### src/spi_flag_map.vh
// Purpose: offsets, bit positions and reset values of the serial interface flag logic
// Assumes: byte-wide register port with 4-bit address
// Notes:   shared by the flag logic module, its properties and its bench
`ifndef SPI_FLAG_MAP_VH
`define SPI_FLAG_MAP_VH

// ****************
// register offsets
// ****************
`define OFF_CONTROL_ONE   4'h0
`define OFF_CONTROL_TWO   4'h1
`define OFF_CONTROL_THREE 4'h2
`define OFF_STATUS        4'h3
`define OFF_DATA_HIGH     4'h4
`define OFF_DATA_LOW      4'h5
`define OFF_MATCH_HIGH    4'h6
`define OFF_MATCH_LOW     4'h7
`define OFF_BAUD          4'h8

// ****************
// control_one bits
// ****************
`define C1_RX_FAULT_IE    7
`define C1_SYSTEM_ENABLE  6
`define C1_TX_IE          5
`define C1_MASTER         4
`define C1_POLARITY       3
`define C1_PHASE          2
`define C1_SS_OUT_EN      1
`define C1_LSB_FIRST      0

// ****************
// control_two and control_three bits
// ****************
`define C2_MATCH_IE       7
`define C2_WIDTH          6
`define C2_TX_DMA         5
`define C2_FAULT_FN       4
`define C2_STOP_IN_WAIT   1
`define C3_TX_WATERMARK   5
`define C3_RX_WATERMARK   4
`define C3_CLEAR_MODE     3
`define C3_QUEUE_ENABLE   0

// ****************
// status bits
// ****************
`define S_RX_FULL         7
`define S_MATCH           6
`define S_TX_EMPTY        5
`define S_MODE_FAULT      4
`define S_RX_NEAR_FULL    1
`define S_TX_NEAR_EMPTY   0

// ****************
// reset values, thresholds (bytes), timing
// ****************
`define RST_CONTROL_ONE   8'h04
`define RST_CONTROL_TWO   8'h00
`define RST_CONTROL_THREE 8'h00
`define RST_BYTE          8'h00
`define RST_WORD          16'h0000
`define TX_NEAR_LO        4'h2
`define TX_NEAR_HI        4'h4
`define RX_NEAR_LO        4'h6
`define RX_NEAR_HI        4'h4
`define SCLK_MIN_DIV      8'h02
`define DIV_ONE           8'h01

`endif

### src/spi_interrupt_flag_logic.v
// Purpose: flag, interrupt request and wake logic of a byte/halfword serial interface
// Assumes: shifter, pins and queues live outside; all inputs synchronous to clk
// Notes:   register reads answer one cycle after the read strobe
//
// Decided for this implementation: the address map and the address-and-strobe port.
`timescale 1ns/10ps
`default_nettype none
`include "spi_flag_map.vh"

// Overview of operation
// - no request unless system enable set
// - receive/fault enable gates full and fault
// - transmit enable gates empty flag only
// - match enable gates match flag only
// - one shared request; flags always pollable
// - master fault aborts, clears master select
// - fault request lasts while fault flag set
// - full flag after whole byte/halfword copied
// - full flag held; later data dropped
// - empty flag after whole value to shifter
// - empty flag held until clearing sequence
// - match on low byte or full halfword
// - transmit near-empty at two/four bytes left
// - receive near-full above six/four bytes
// - near flag clearing set by clear mode
// - wake only slave, no queue, low power
// - copy shifter after wake, then flags
// - fastest serial clock is clk over two
// - control_one bit layout
// - polarity, phase, bit order meanings
// - control_two upper bit layout
// - fault clears: status read, control_one write
// - stop-in-wait halts module clock in wait
module spi_interrupt_flag_logic (
    input  wire        clk,              // module clock
    input  wire        sys_rst,          // synchronous reset, active high
    input  wire        clk_en,           // freezes all state while low
    input  wire [3:0]  reg_addr,         // register offset
    input  wire [7:0]  reg_wdata,        // register write data
    input  wire        reg_wr,           // write strobe
    input  wire        reg_rd,           // read strobe
    output reg  [7:0]  reg_rdata,        // read data, cycle after strobe
    input  wire        rx_end,           // shifter finished a reception
    input  wire [15:0] rx_shift,         // shifter contents at rx_end
    input  wire        tx_taken,         // shifter took the transmit value
    input  wire        ss_in_low,        // slave-select input low
    input  wire        wait_mode,        // processor in wait mode
    input  wire        stop_mode,        // processor in retaining stop mode
    input  wire [3:0]  tx_fifo_level,    // bytes left in transmit queue
    input  wire [3:0]  rx_fifo_level,    // bytes held in receive queue
    output reg         irq,              // shared interrupt request
    output reg         wake_irq,         // wake request pulse
    output reg         abort_xfer,       // abort pulse on mode fault
    output reg  [15:0] tx_word,          // value offered to the shifter
    output reg         tx_word_valid,    // transmit buffer holds a value
    output reg         tx_dma_req,       // transmit DMA request
    output reg         module_clock_run, // module clock generation allowed
    output reg         sclk_tick,        // one pulse per serial clock period
    output reg         master_mode,      // master select in force
    output reg         clk_polarity,     // 0: active-high serial clock
    output reg         clk_phase,        // 1: edge at start of first cycle
    output reg         ss_out_en,        // select output enable
    output reg         lsb_first,        // 0: most significant bit first
    output reg         halfword_mode     // 1: 16-bit transfers
);

    // ****************
    // functions
    // ****************
    function hit;
        input [3:0] addr;
        input [3:0] off;
        begin
            hit = (addr == off);
        end
    endfunction

    function match_hit;
        input [15:0] data;
        input        half;
        input [7:0]  mh;
        input [7:0]  ml;
        begin
            if (half) begin
                match_hit = (data == {mh, ml});
            end else begin
                match_hit = (data[7:0] == ml);
            end
        end
    endfunction

    // mode 0 tracks the level; mode 1 is sticky, write-one clears
    function next_near;
        input flag;
        input cond;
        input mode;
        input clr;
        begin
            if (!mode) begin
                next_near = cond;
            end else if (cond) begin
                next_near = 1'b1;
            end else if (clr && flag) begin
                next_near = 1'b0;
            end else begin
                next_near = flag;
            end
        end
    endfunction

    // ****************
    // state
    // ****************
    reg  [7:0]  control_one;
    reg  [7:0]  control_two;
    reg  [7:0]  control_three;
    reg  [7:0]  match_high_byte;
    reg  [7:0]  match_low_byte;
    reg  [7:0]  baud_div;
    reg  [7:0]  tx_high;
    reg  [15:0] rx_buf;
    reg  [15:0] held_shift;
    reg         held_valid;
    reg         rx_full_flag;
    reg         tx_empty_flag;
    reg         match_flag;
    reg         mode_fault_flag;
    reg         tx_fifo_near_empty_flag;
    reg         rx_fifo_near_full_flag;
    reg         arm_rx;
    reg         arm_tx;
    reg         arm_fault;
    reg  [7:0]  div_cnt;

    wire system_enable = control_one[`C1_SYSTEM_ENABLE];
    wire rx_fault_irq_enable = control_one[`C1_RX_FAULT_IE];
    wire tx_irq_enable = control_one[`C1_TX_IE];
    wire master_select = control_one[`C1_MASTER];
    wire match_irq_enable = control_two[`C2_MATCH_IE];
    wire width_select = control_two[`C2_WIDTH];
    wire fault_function_enable = control_two[`C2_FAULT_FN];
    wire stop_in_wait = control_two[`C2_STOP_IN_WAIT];
    wire queue_enable = control_three[`C3_QUEUE_ENABLE];
    wire clear_mode = control_three[`C3_CLEAR_MODE];

    wire wr_c1 = reg_wr && hit(reg_addr, `OFF_CONTROL_ONE);
    wire wr_st = reg_wr && hit(reg_addr, `OFF_STATUS);
    wire wr_dl = reg_wr && hit(reg_addr, `OFF_DATA_LOW);
    wire rd_st = reg_rd && hit(reg_addr, `OFF_STATUS);
    wire rd_dl = reg_rd && hit(reg_addr, `OFF_DATA_LOW);

    // bus clock considered stopped in these modes
    wire low_power = stop_mode || (wait_mode && stop_in_wait);

    // with select output on, the fault feature is off
    wire fault_now = system_enable && master_select && fault_function_enable
                     && !control_one[`C1_SS_OUT_EN] && ss_in_low;

    // a new value reaches the buffer from the hold or directly
    wire copy_held = held_valid && !low_power;
    wire copy_live = rx_end && !low_power && !held_valid;
    wire        copy_go   = copy_held || copy_live;
    wire [15:0] copy_data = copy_held ? held_shift : rx_shift;

    wire tx_near_cond = control_three[`C3_TX_WATERMARK] ?
                        (tx_fifo_level <= `TX_NEAR_HI) :
                        (tx_fifo_level <= `TX_NEAR_LO);
    wire rx_near_cond = control_three[`C3_RX_WATERMARK] ?
                        (rx_fifo_level > `RX_NEAR_HI) :
                        (rx_fifo_level > `RX_NEAR_LO);

    wire [7:0] div_max = (baud_div < `SCLK_MIN_DIV) ? `SCLK_MIN_DIV : baud_div;

    // ****************
    // registers and flags
    // ****************
    always @(posedge clk) begin
        if (sys_rst) begin
            control_one             <= `RST_CONTROL_ONE;
            control_two             <= `RST_CONTROL_TWO;
            control_three           <= `RST_CONTROL_THREE;
            match_high_byte         <= `RST_BYTE;
            match_low_byte          <= `RST_BYTE;
            baud_div                <= `RST_BYTE;
            tx_high                 <= `RST_BYTE;
            tx_word                 <= `RST_WORD;
            tx_word_valid           <= 1'b0;
            rx_buf                  <= `RST_WORD;
            held_shift              <= `RST_WORD;
            held_valid              <= 1'b0;
            rx_full_flag            <= 1'b0;
            tx_empty_flag           <= 1'b1;
            match_flag              <= 1'b0;
            mode_fault_flag         <= 1'b0;
            tx_fifo_near_empty_flag <= 1'b0;
            rx_fifo_near_full_flag  <= 1'b0;
            arm_rx                  <= 1'b0;
            arm_tx                  <= 1'b0;
            arm_fault               <= 1'b0;
            abort_xfer              <= 1'b0;
            wake_irq                <= 1'b0;
        end else if (clk_en) begin
            // configuration writes
            if (wr_c1) begin
                control_one <= reg_wdata;
            end
            if (fault_now) begin
                control_one[`C1_MASTER] <= 1'b0;
            end
            if (reg_wr && hit(reg_addr, `OFF_CONTROL_TWO)) begin
                control_two <= reg_wdata;
            end
            if (reg_wr && hit(reg_addr, `OFF_CONTROL_THREE)) begin
                control_three <= reg_wdata;
            end
            if (reg_wr && hit(reg_addr, `OFF_MATCH_HIGH) && width_select) begin
                match_high_byte <= reg_wdata;
            end
            if (reg_wr && hit(reg_addr, `OFF_MATCH_LOW)) begin
                match_low_byte <= reg_wdata;
            end
            if (reg_wr && hit(reg_addr, `OFF_BAUD)) begin
                baud_div <= reg_wdata;
            end

            // status read arms the clearing sequences
            if (rd_st) begin
                arm_rx    <= rx_full_flag;
                arm_tx    <= tx_empty_flag;
                arm_fault <= mode_fault_flag;
            end

            // mode fault: set wins over the clearing write
            abort_xfer <= fault_now;
            if (fault_now) begin
                mode_fault_flag <= 1'b1;
            end else if (wr_c1 && arm_fault) begin
                mode_fault_flag <= 1'b0;
                arm_fault       <= 1'b0;
            end

            // transmit side; low byte write commits the value
            if (reg_wr && hit(reg_addr, `OFF_DATA_HIGH)) begin
                tx_high <= reg_wdata;
            end
            if (wr_dl) begin
                tx_word       <= width_select ? {tx_high, reg_wdata} : {8'h00, reg_wdata};
                tx_word_valid <= 1'b1;
            end else if (tx_taken) begin
                tx_word_valid <= 1'b0;
            end
            if (tx_taken) begin
                tx_empty_flag <= 1'b1;
            end else if (wr_dl && arm_tx) begin
                tx_empty_flag <= 1'b0;
                arm_tx        <= 1'b0;
            end

            // receive side; ended transfers wait out low power
            if (rx_end && (low_power || held_valid)) begin
                held_shift <= rx_shift;
                held_valid <= 1'b1;
            end else if (copy_held) begin
                held_valid <= 1'b0;
            end
            if (copy_go && !rx_full_flag) begin
                if (width_select) begin
                    rx_buf <= copy_data;
                end else begin
                    rx_buf[7:0] <= copy_data[7:0];
                end
            end
            if (copy_go && !rx_full_flag) begin
                rx_full_flag <= 1'b1;
            end else if (rd_dl && arm_rx) begin
                rx_full_flag <= 1'b0;
                arm_rx       <= 1'b0;
            end
            if (copy_go && !rx_full_flag &&
                match_hit(copy_data, width_select, match_high_byte, match_low_byte)) begin
                match_flag <= 1'b1;
            end else if (wr_st && reg_wdata[`S_MATCH]) begin
                match_flag <= 1'b0;
            end

            // queue watermarks; set wins over a write-one clear
            tx_fifo_near_empty_flag <= queue_enable &&
                next_near(tx_fifo_near_empty_flag, tx_near_cond, clear_mode,
                          wr_st && reg_wdata[`S_TX_NEAR_EMPTY]);
            rx_fifo_near_full_flag  <= queue_enable &&
                next_near(rx_fifo_near_full_flag, rx_near_cond, clear_mode,
                          wr_st && reg_wdata[`S_RX_NEAR_FULL]);

            // wake request while the bus clock is stopped
            wake_irq <= rx_end && low_power && rx_fault_irq_enable && system_enable
                        && !master_select && !queue_enable;
        end
    end

    // ****************
    // shared request and mirrored outputs
    // ****************
    always @(posedge clk) begin
        if (sys_rst) begin
            irq              <= 1'b0;
            tx_dma_req       <= 1'b0;
            module_clock_run <= 1'b0;
            master_mode      <= 1'b0;
            clk_polarity     <= 1'b0;
            clk_phase        <= 1'b0;
            ss_out_en        <= 1'b0;
            lsb_first        <= 1'b0;
            halfword_mode    <= 1'b0;
        end else if (clk_en) begin
            // fault request lasts exactly as long as its flag
            irq <= system_enable && (
                   (rx_fault_irq_enable && (rx_full_flag || mode_fault_flag)) ||
                   (tx_irq_enable && tx_empty_flag) ||
                   (match_irq_enable && match_flag));
            tx_dma_req       <= system_enable && control_two[`C2_TX_DMA] && tx_empty_flag;
            module_clock_run <= system_enable && !(wait_mode && stop_in_wait);
            master_mode      <= master_select;
            clk_polarity     <= control_one[`C1_POLARITY];
            clk_phase        <= control_one[`C1_PHASE];
            ss_out_en        <= control_one[`C1_SS_OUT_EN];
            lsb_first        <= control_one[`C1_LSB_FIRST];
            halfword_mode    <= width_select;
        end
    end

    // ****************
    // serial clock period divider
    // ****************
    // divisor floored at two so the serial clock never beats clk/2
    always @(posedge clk) begin
        if (sys_rst) begin
            div_cnt   <= `RST_BYTE;
            sclk_tick <= 1'b0;
        end else if (clk_en) begin
            if (!(system_enable && master_select) || low_power) begin
                div_cnt   <= `RST_BYTE;
                sclk_tick <= 1'b0;
            end else if (div_cnt >= div_max - `DIV_ONE) begin
                div_cnt   <= `RST_BYTE;
                sclk_tick <= 1'b1;
            end else begin
                div_cnt   <= div_cnt + `DIV_ONE;
                sclk_tick <= 1'b0;
            end
        end
    end

    // ****************
    // register read port
    // ****************
    always @(posedge clk) begin
        if (sys_rst) begin
            reg_rdata <= `RST_BYTE;
        end else if (clk_en) begin
            reg_rdata <= `RST_BYTE;
            if (reg_rd) begin
                case (reg_addr)
                    `OFF_CONTROL_ONE:   reg_rdata <= control_one;
                    `OFF_CONTROL_TWO:   reg_rdata <= control_two;
                    `OFF_CONTROL_THREE: reg_rdata <= control_three;
                    `OFF_STATUS: begin
                        reg_rdata[`S_RX_FULL]       <= rx_full_flag;
                        reg_rdata[`S_MATCH]         <= match_flag;
                        reg_rdata[`S_TX_EMPTY]      <= tx_empty_flag;
                        reg_rdata[`S_MODE_FAULT]    <= mode_fault_flag;
                        reg_rdata[`S_RX_NEAR_FULL]  <= rx_fifo_near_full_flag;
                        reg_rdata[`S_TX_NEAR_EMPTY] <= tx_fifo_near_empty_flag;
                    end
                    `OFF_DATA_HIGH:     reg_rdata <= rx_buf[15:8];
                    `OFF_DATA_LOW:      reg_rdata <= rx_buf[7:0];
                    `OFF_MATCH_HIGH:    reg_rdata <= match_high_byte;
                    `OFF_MATCH_LOW:     reg_rdata <= match_low_byte;
                    `OFF_BAUD:          reg_rdata <= baud_div;
                    default:            reg_rdata <= `RST_BYTE;
                endcase
            end
        end
    end

endmodule // spi_interrupt_flag_logic
`default_nettype wire

### config.mk
export PLATFORM = sky130hd
export DESIGN_NAME = spi_interrupt_flag_logic
export DESIGN_NICKNAME = d
export VERILOG_FILES = /design/src/spi_interrupt_flag_logic.v
export VERILOG_INCLUDE_DIRS = /design/src
export SDC_FILE = /design/constraint.sdc
export NUM_CORES = 1
export LEC_CHECK = 0
export ABC_AREA = 1
export BUFFER_PORTS_ARGS = -buffer_cell sky130_fd_sc_hd__buf_2
export CAP_MARGIN = 25
export CELL_PAD_IN_SITES_DETAIL_PLACEMENT = 0
export CELL_PAD_IN_SITES_GLOBAL_PLACEMENT = 2
export CORE_MARGIN = 4
export CORE_UTILIZATION = 34
export CTS_BUF_LIST = sky130_fd_sc_hd__clkbuf_2 sky130_fd_sc_hd__clkbuf_4 sky130_fd_sc_hd__clkbuf_8
export CTS_CLUSTER_SIZE = 10
export DETAILED_ROUTE_END_ITERATION = 12
export PLACE_DENSITY = 0.87
export REMOVE_ABC_BUFFERS = 1
export SKIP_CTS_REPAIR_TIMING = 1
export SYNTH_ARGS = -nofsm -noshare
export SYNTH_HDL_FRONTEND = slang
export SYNTH_SLANG_ARGS = --single-unit
### constraint.sdc
create_clock -name clk -period 2.97 [get_ports clk]
set_clock_uncertainty 0.1 [all_clocks]
set_input_delay 0 -clock clk [delete_from_list [all_inputs] [get_ports clk]]
set_output_delay 0 -clock clk [all_outputs]
set_load 0.005 [all_outputs]
==> results of run 1 <==
power groups by stage:
stage,Combinational [mW],Clock (mW),Sequential (mW)
global route,0.431,1.98,1.97
finish,0.386,1.84,1.97
global placement,0.352,0,2.01
detailed placement,0.352,0,2.01
CTS,0.353,1.89,1.97
floorplan,0.189,0,2.01
layer usage:
layer | track usage | routed length, um | up-vias
met2 | 0.3174 | 10230 | 167
met4 | 0.05169 | 374 | 0
li1 | - | - | 3345
met5 | 0 | 0 | -
met1 | 0.2815 | 10760 | 2993
met3 | 0.04240 | 1055 | 25
tightest hold or removal path, cell delays in order:
cell and delay, ns:
buf_2 0.10, inv_2 0.04, buf_12 0.21, o21ai_0 0.12, nor2_1 0.04
sequential cells by signal, summed over array words and instances, names as in the netlist, 8 cells and up:
name and count:
match_high_byte 8, reg_rdata 8, tx_high 8, tx_word 16
held_shift 16, match_low_byte 8, baud_div 8, div_cnt 8
control_one 8, control_three 8, control_two 8, rx_buf 16
metrics by stage:
| step | utilization | instance area, um2 | cells | hold slack (ns) | setup slack, ns |
|---|---|---|---|---|---|
| detailed placement | 0.3762 | 7395 | 1241 | 0.1648 | 0.08613 |
| finish | 0.4182 | 8219 | 1308 | -0.002305 | 0.3396 |
| CTS | 0.3999 | 7860 | 1273 | -0.3237 | 0.08218 |
| global route | 0.4182 | 8219 | 1308 | 0.02606 | 0.02927 |
| floorplan | - | 6588 | 887 | -0.03756 | 0.4979 |
| global placement | 0.3762 | 7395 | 1241 | 0.1590 | 0.1509 |
area by class of cell:
| type | instances | share of cell area |
|---|---|---|
| clock inverters | 15 | 0.02816 |
| multi-input cells | 637 | 0.4051 |
| inverters | 107 | 0.04917 |
| well taps | 265 | 0.04034 |
| repair buffers | 124 | 0.1005 |
| clock buffers | 17 | 0.02847 |
| flip-flops and latches | 143 | 0.3483 |
cell usage after synthesis, types with 9 or more instances:
cell      number  area share
a21oi_1      131       0.096
buf_2         10      0.0073
clkbuf_1      18      0.0099
dfxtp_1      143        0.42
ha_1          10       0.018
inv_1         92       0.050
inv_2         12      0.0066
nand2_1      137       0.075
nand2_2       11       0.010
nand3_1       59       0.043
nand4_1       21       0.019
nor2_1        75       0.041
o21ai_0       89       0.065
o21ai_1       15       0.011
o22ai_1       24       0.022
o31ai_1        9      0.0099
final timing paths:
path / startpoint / endpoint / slack, ns / depth (start not counted)
setup / recovery: baud_div[3]$_SDFFE_PP0P_ / div_cnt[3]$_SDFFE_PP0P_ / 0.34 / 14
hold / removal: sys_rst / held_shift[6]$_SDFFE_PP0P_ / -0.002 / 5
setup reg to reg: baud_div[3]$_SDFFE_PP0P_ / div_cnt[3]$_SDFFE_PP0P_ / 0.34 / 14
hold reg to reg: control_three[6]$_SDFFE_PP0P_ / control_three[6]$_SDFFE_PP0P_ / 0.36 / 2
cells by family after synthesis:
group / after synthesis
and+or+nand+nor: 334
xor gates and xnor gates: 8
adders and majority gates: 10
AOI/OAI and AO/OA: 285
DFF: 143
buffers and inverters: 150
==> impl_metrics.env, run 1 <==
export IMPL_status="complete, but fails checks"
export IMPL_violations="hold timing"
export IMPL_fill_cells=2168
export IMPL_finalHoldViolations=1
export IMPL_ios=83
export IMPL_critPathCaptureType="flop"
export IMPL_antenna_found_initial=0
export IMPL_dieArea_mm2=0.02245
export IMPL_ir_drop_mv=0.2615
export IMPL_seq_power_share=0.469
export IMPL_yosys_area_share_simple=0.2336
export IMPL_cp_arrival_ns=2.92
export IMPL_track_usage=0.2016
export IMPL_p_sw_mw=1.097
export IMPL_path_class="flop to flop"
export IMPL_die_y_um=149.8
export IMPL_seq_area_mm2=0.002863
export IMPL_port_buffers=82
export IMPL_clock_root_buffer="clkbuf_8"
export IMPL_grt_max_degree=103
export IMPL_mostFrequentLayoutCell="dfxtp_1"
export IMPL_coreArea_mm2=0.01965
export IMPL_critPathLaunchType="flop"
export IMPL_setup_violations=0
export IMPL_leakagePower_nw=3.308
export IMPL_cp_max_fo=9
export IMPL_synthCells=930
export IMPL_cp_num_buf_inv=1
export IMPL_area_growth_pct=20.16
export IMPL_vias=6530
export IMPL_yosysWarnings=0
export IMPL_gr_total_overflow=0
export IMPL_synth_ff_type="dfxtp_1"
export IMPL_cts_tree="built"
export IMPL_swShare=0.2618
export IMPL_numClockSinks=143
export IMPL_pwr_share_clk=0.439
export IMPL_synth_edf_count=0
export IMPL_cts_inserted_buffers=17
export IMPL_final_cell_mix="dfxtp_1 (143), nand2_1 (137), a21oi_1 (130)"
export IMPL_synth_cell_types=45
export IMPL_fin_nets=1086
export IMPL_clkTransAtPathRegs_ns=0.09
export IMPL_grt_pass1_wl_um=34820
export IMPL_tightest_slew_ns=0.6021
export IMPL_die_x_um=149.8
export IMPL_setup_tns_ns=0
export IMPL_combinationalPowerShare=0.092
export IMPL_rows=51
export IMPL_ys_ff_latch=143
export IMPL_drtAntennaViolNets=0
export IMPL_viasPerCell=4.992
export IMPL_fin_crit_ns=2.630
export IMPL_crit_path_cell_trace="nor2_1 -> nand2_1 -> o21ai_1 -> ha_1 -> nand2_1 -> xor2_1 -> inv_1 -> ha_1 -> nand2_1 -> nor2_1 -> nand4_1 -> nand3_2 -> or3_1 -> a21oi_1"
export IMPL_seq_area_frac_synth=0.4185
export IMPL_htreeDepth=4
export IMPL_max_cap_violations=0
export IMPL_clock_path_buffers=2
export IMPL_clk_latency_ns=0.45
export IMPL_power_total_mw=4.192
export IMPL_place_congestion=0.8362
export IMPL_hp_class="input port to flop"
export IMPL_fmax_ghz=0.3802
export IMPL_crit_path_frequent_cell="nand2_1"
export IMPL_slew_violations=0
export IMPL_synth_compound_area_share=0.2233
export IMPL_crit_family="simple AND/OR/NAND/NOR gates"
export IMPL_rsz0062_at_grt="no"
export IMPL_p_int_mw=3.094
export IMPL_synthAdderAreaFrac=0.01829
export IMPL_drtPass1Iterations=7
export IMPL_synth_top_family_by_area="simple AND/OR/NAND/NOR gates"
export IMPL_synth_xor_area_share=0.01024
export IMPL_antennaDiodeCount=0
export IMPL_crit_required_ns=3.26
export IMPL_drt_wl_total_um=22410
export IMPL_async_reset_ff_frac=0
export IMPL_synth_cell_area_mm2=0.006840
export IMPL_dp_hpwl_um=15520
export IMPL_slowest_delay_ns=0.36
export IMPL_power_density_mw_per_mm2=510.0
export IMPL_synthMuxAreaShare=0
export IMPL_finalCritPeriodShare=0.8857
export IMPL_drive_gt1_frac=0.1620
export IMPL_crit_path_top_delay_cell="dfxtp_1"
export IMPL_drtIter0Drc=503
export IMPL_drt_wirelength_per_cell_um=17.14
export IMPL_grt_pass1_vias=6077
export IMPL_multiInputGateArea_mm2=0.003329
export IMPL_drc=0
export IMPL_initial_utilization=0.3480
export IMPL_slew_headroom=0.5975
export IMPL_whs_ns=-0.002305
export IMPL_postSynthAreaPerCell_um2=7.355
Power figures use the tool's default switching activity.
==> inputs of run 2 (changes only) <==
--- a/config.mk
+++ b/config.mk
@@ -6,13 +6,12 @@
 export SDC_FILE = /design/constraint.sdc
 export NUM_CORES = 1
 export LEC_CHECK = 0
-export ABC_AREA = 1
 export BUFFER_PORTS_ARGS = -buffer_cell sky130_fd_sc_hd__buf_2
 export CAP_MARGIN = 25
 export CELL_PAD_IN_SITES_DETAIL_PLACEMENT = 0
 export CELL_PAD_IN_SITES_GLOBAL_PLACEMENT = 2
 export CORE_MARGIN = 4
-export CORE_UTILIZATION = 34
+export CORE_UTILIZATION = 36
 export CTS_BUF_LIST = sky130_fd_sc_hd__clkbuf_2 sky130_fd_sc_hd__clkbuf_4 sky130_fd_sc_hd__clkbuf_8
 export CTS_CLUSTER_SIZE = 10
 export DETAILED_ROUTE_END_ITERATION = 12
==> constraint.sdc (replaced) <==
create_clock -name clk -period 2.97 [get_ports clk]
set_clock_uncertainty 0.1 [all_clocks]
set_input_delay 0.4455 -clock clk [delete_from_list [all_inputs] [get_ports clk]]
set_output_delay 0.4455 -clock clk [all_outputs]
set_load 0.005 [all_outputs]
==> run 2 against run 1 <==
- the flow finishes with violations (setup timing)
- first-iteration DRC count fell by 20%
- wire length is 6.6% lower
- final area grew 0.15%
- sequential share of layout area about the same
- power is 1.7% lower
- setup slack worse by 0.62 ns
- non-clock buffer count up 2
- area after synthesis up 0.90%
- global-route usage decreased by 0.44 points
==> impl_metrics.env, run 2 <==
export IMPL_status="complete, but fails checks"
export IMPL_violations="setup timing"
export IMPL_place_congestion=0.8495
export IMPL_synth_most_common_cell="dfxtp_1"
export IMPL_ys_ff_latch=143
export IMPL_final_cell_mix="dfxtp_1 (141), nand2_1 (129), nor2_1 (98)"
export IMPL_antennaDiodeCount=0
export IMPL_critPathCaptureType="flop"
export IMPL_synth_top_cell_area_share=0.4148
export IMPL_viasPerCell=5.248
export IMPL_synth_top_cell_by_area="dfxtp_1"
export IMPL_fmax_ghz=0.3078
export IMPL_drt_wirelength_per_cell_um=18.16
export IMPL_path_class="flop to flop"
export IMPL_grt_pass1_vias=5756
export IMPL_synth_edf_count=0
export IMPL_initial_utilization=0.3677
export IMPL_cp_num_buf_inv=0
export IMPL_crit_path_cell_trace="or4_4 -> nor3_4 -> nor2_1 -> ha_2 -> nand2_2 -> xor2_1 -> ha_1 -> a211o_1 -> o211ai_1 -> o211ai_1 -> a211oi_4 -> and3_1 -> a221o_1"
export IMPL_postSynthAreaPerCell_um2=8.458
export IMPL_finalHoldViolations=0
export IMPL_whs_ns=0.1421
export IMPL_grt_max_degree=58
export IMPL_clk_latency_ns=0.46
export IMPL_ios=83
export IMPL_htreeDepth=4
export IMPL_drc=0
export IMPL_ff2ff_path_depth=13
export IMPL_antenna_found_initial=0
export IMPL_cp_max_fo=7
export IMPL_synth_cell_types=67
export IMPL_tightest_slew_ns=0.7446
export IMPL_slew_headroom=0.5017
export IMPL_rows=50
export IMPL_cts_tree="built"
export IMPL_dieArea_mm2=0.02145
export IMPL_async_reset_ff_frac=0
export IMPL_cts_inserted_buffers=17
export IMPL_stdcell_area_mm2=0.008232
export IMPL_slowest_delay_ns=0.57
export IMPL_setup_tns_ns=-1.937
export IMPL_leakagePower_nw=3.111
export IMPL_vias=6051
export IMPL_finalCritPeriodShare=1.094
export IMPL_max_cap_violations=0
export IMPL_power_density_mw_per_mm2=500.3
export IMPL_die_x_um=146.5
export IMPL_coreArea_mm2=0.01877
export IMPL_dp_hpwl_um=15130
export IMPL_reg_top3="held_shift x16, rx_buf x16, tx_word x16"
export IMPL_synth_area_leaders="dfxtp_1 (41%), mux2i_1 (9.4%), nand2_1 (7.1%), a21oi_1 (6.2%), nor2_1 (5.3%)"
export IMPL_synth_ff_type="dfxtp_1"
export IMPL_drt_wl_total_um=20940
export IMPL_final_util=0.4386
export IMPL_track_usage=0.1972
export IMPL_synth_common_cells="dfxtp_1 (143), nand2_1 (130), nor2_1 (98)"
export IMPL_seq_area_frac_synth=0.4148
export IMPL_worst_slack_ns=-0.2787
export IMPL_setup_violations=9
export IMPL_clock_root_buffer="clkbuf_8"
export IMPL_holdPathStages=3
export IMPL_clock_path_buffers=2
export IMPL_yosysWarnings=0
export IMPL_crit_required_ns=3.27
export IMPL_cp_depth=13
export IMPL_slew_violations=0
export IMPL_gr_total_overflow=0
export IMPL_crit_path_frequent_cell="o211ai_1"
export IMPL_drive_gt1_frac=0.2100
export IMPL_drtAntennaViolNets=0
export IMPL_synth_cell_area_mm2=0.006902
export IMPL_clkTransAtPathRegs_ns=0.08
export IMPL_fin_crit_ns=3.249
export IMPL_crit_path_top_delay_cell="or4_4"
export IMPL_critPathLaunchType="flop"
export IMPL_ir_drop_mv=0.2516
export IMPL_numClockSinks=143
export IMPL_synthCells=816
export IMPL_cp_arrival_ns=3.55
export IMPL_grt_pass1_wl_um=33260
export IMPL_mostFrequentLayoutCell="dfxtp_1"
export IMPL_die_y_um=146.5
export IMPL_fin_nets=963
export IMPL_port_buffers=82
export IMPL_area_growth_pct=19.27
export IMPL_placed_cell_area_mm2=0.007674
export IMPL_drtPass1Iterations=5
export IMPL_hp_class="input port to flop"
export IMPL_drtIter0Drc=402
export IMPL_rsz0062_at_grt="yes"
export IMPL_crit_family="simple AND/OR/NAND/NOR gates"
==> run 2: cell types whose count changed after synthesis, sizes merged, moves of 13 or more <==
cell,previous run,this run
nor2,84,100
nand4,21,1
mux2i,0,65
o22ai,24,3
xnor2,2,15
nand3,61,36
inv,105,17
a311oi,0,13
o21ai,104,6
nand2,156,134
a21oi,132,86
==> run 2: layout make-up <==
class                      count  area (um2)
fill                        1924       10540
clock buffer                  21       282.8
sequential                   143        2865
clock inverter                10       183.9
timing repair buffer         126       755.7
multi-input combinational    602        3787
tap                          234       292.8
inverter                      17       63.81
==> run 2: final timing paths <==
kind	from	to	slack, ns
max reg2reg	baud_div[3]$_SDFFE_PP0P_	div_cnt[5]$_SDFFE_PP0P_	-0.28
min reg2reg	tx_word[11]$_SDFFE_PP0P_	tx_word[11]$_SDFFE_PP0P_	0.35
max	baud_div[3]$_SDFFE_PP0P_	div_cnt[5]$_SDFFE_PP0P_	-0.28
min	rx_shift[12]	held_shift[12]$_SDFFE_PP0P_	0.14
==> run 2: where the power goes <==
| part | internal (mW) | switching, mW |
|---|---|---|
| logic | 0.111 | 0.212 |
| clock network | 1.07 | 0.759 |
| registers | 1.94 | 0.0254 |
| total | 3.12 | 0.996 |
==> run 2: routing by layer <==
layer | GRT usage | routed length [um] | up-vias | share of wire
met5 | 0 | 0 | - | 0
met4 | 0.05738 | 371 | 0 | 0.018
met3 | 0.03818 | 874 | 24 | 0.042
met2 | 0.3172 | 9965 | 136 | 0.48
met1 | 0.2700 | 9724 | 2842 | 0.46
li1 | - | - | 3049 | -
==> run 2: worst min-delay path, stage by stage <==
cell	delay, ns
buf_2	0.12
nand2_1	0.05
a21oi_1	0.05
==> run 2: kinds of logic after synthesis <==
group | Yosys count | synth area share
and+or+nand+nor | 326 | 0.2208
AOI/OAI and AO/OA | 171 | 0.1644
DFF | 143 | 0.4148
buffers and inverters | 71 | 0.04496
muxes | 68 | 0.1024
xor gates and xnor gates | 26 | 0.03300
adders and majority gates | 11 | 0.01958
==> run 2: per-stage QoR <==
step | setup slack, ns | power (mW) | cells
global route | -0.4865 | 4.295 | 1153
finish | -0.2787 | 4.118 | 1153
floorplan | -0.1466 | 2.142 | 762
CTS | -0.3551 | 4.165 | 1149
global placement | -0.2932 | 2.330 | 1118
detailed placement | -0.3138 | 2.330 | 1118
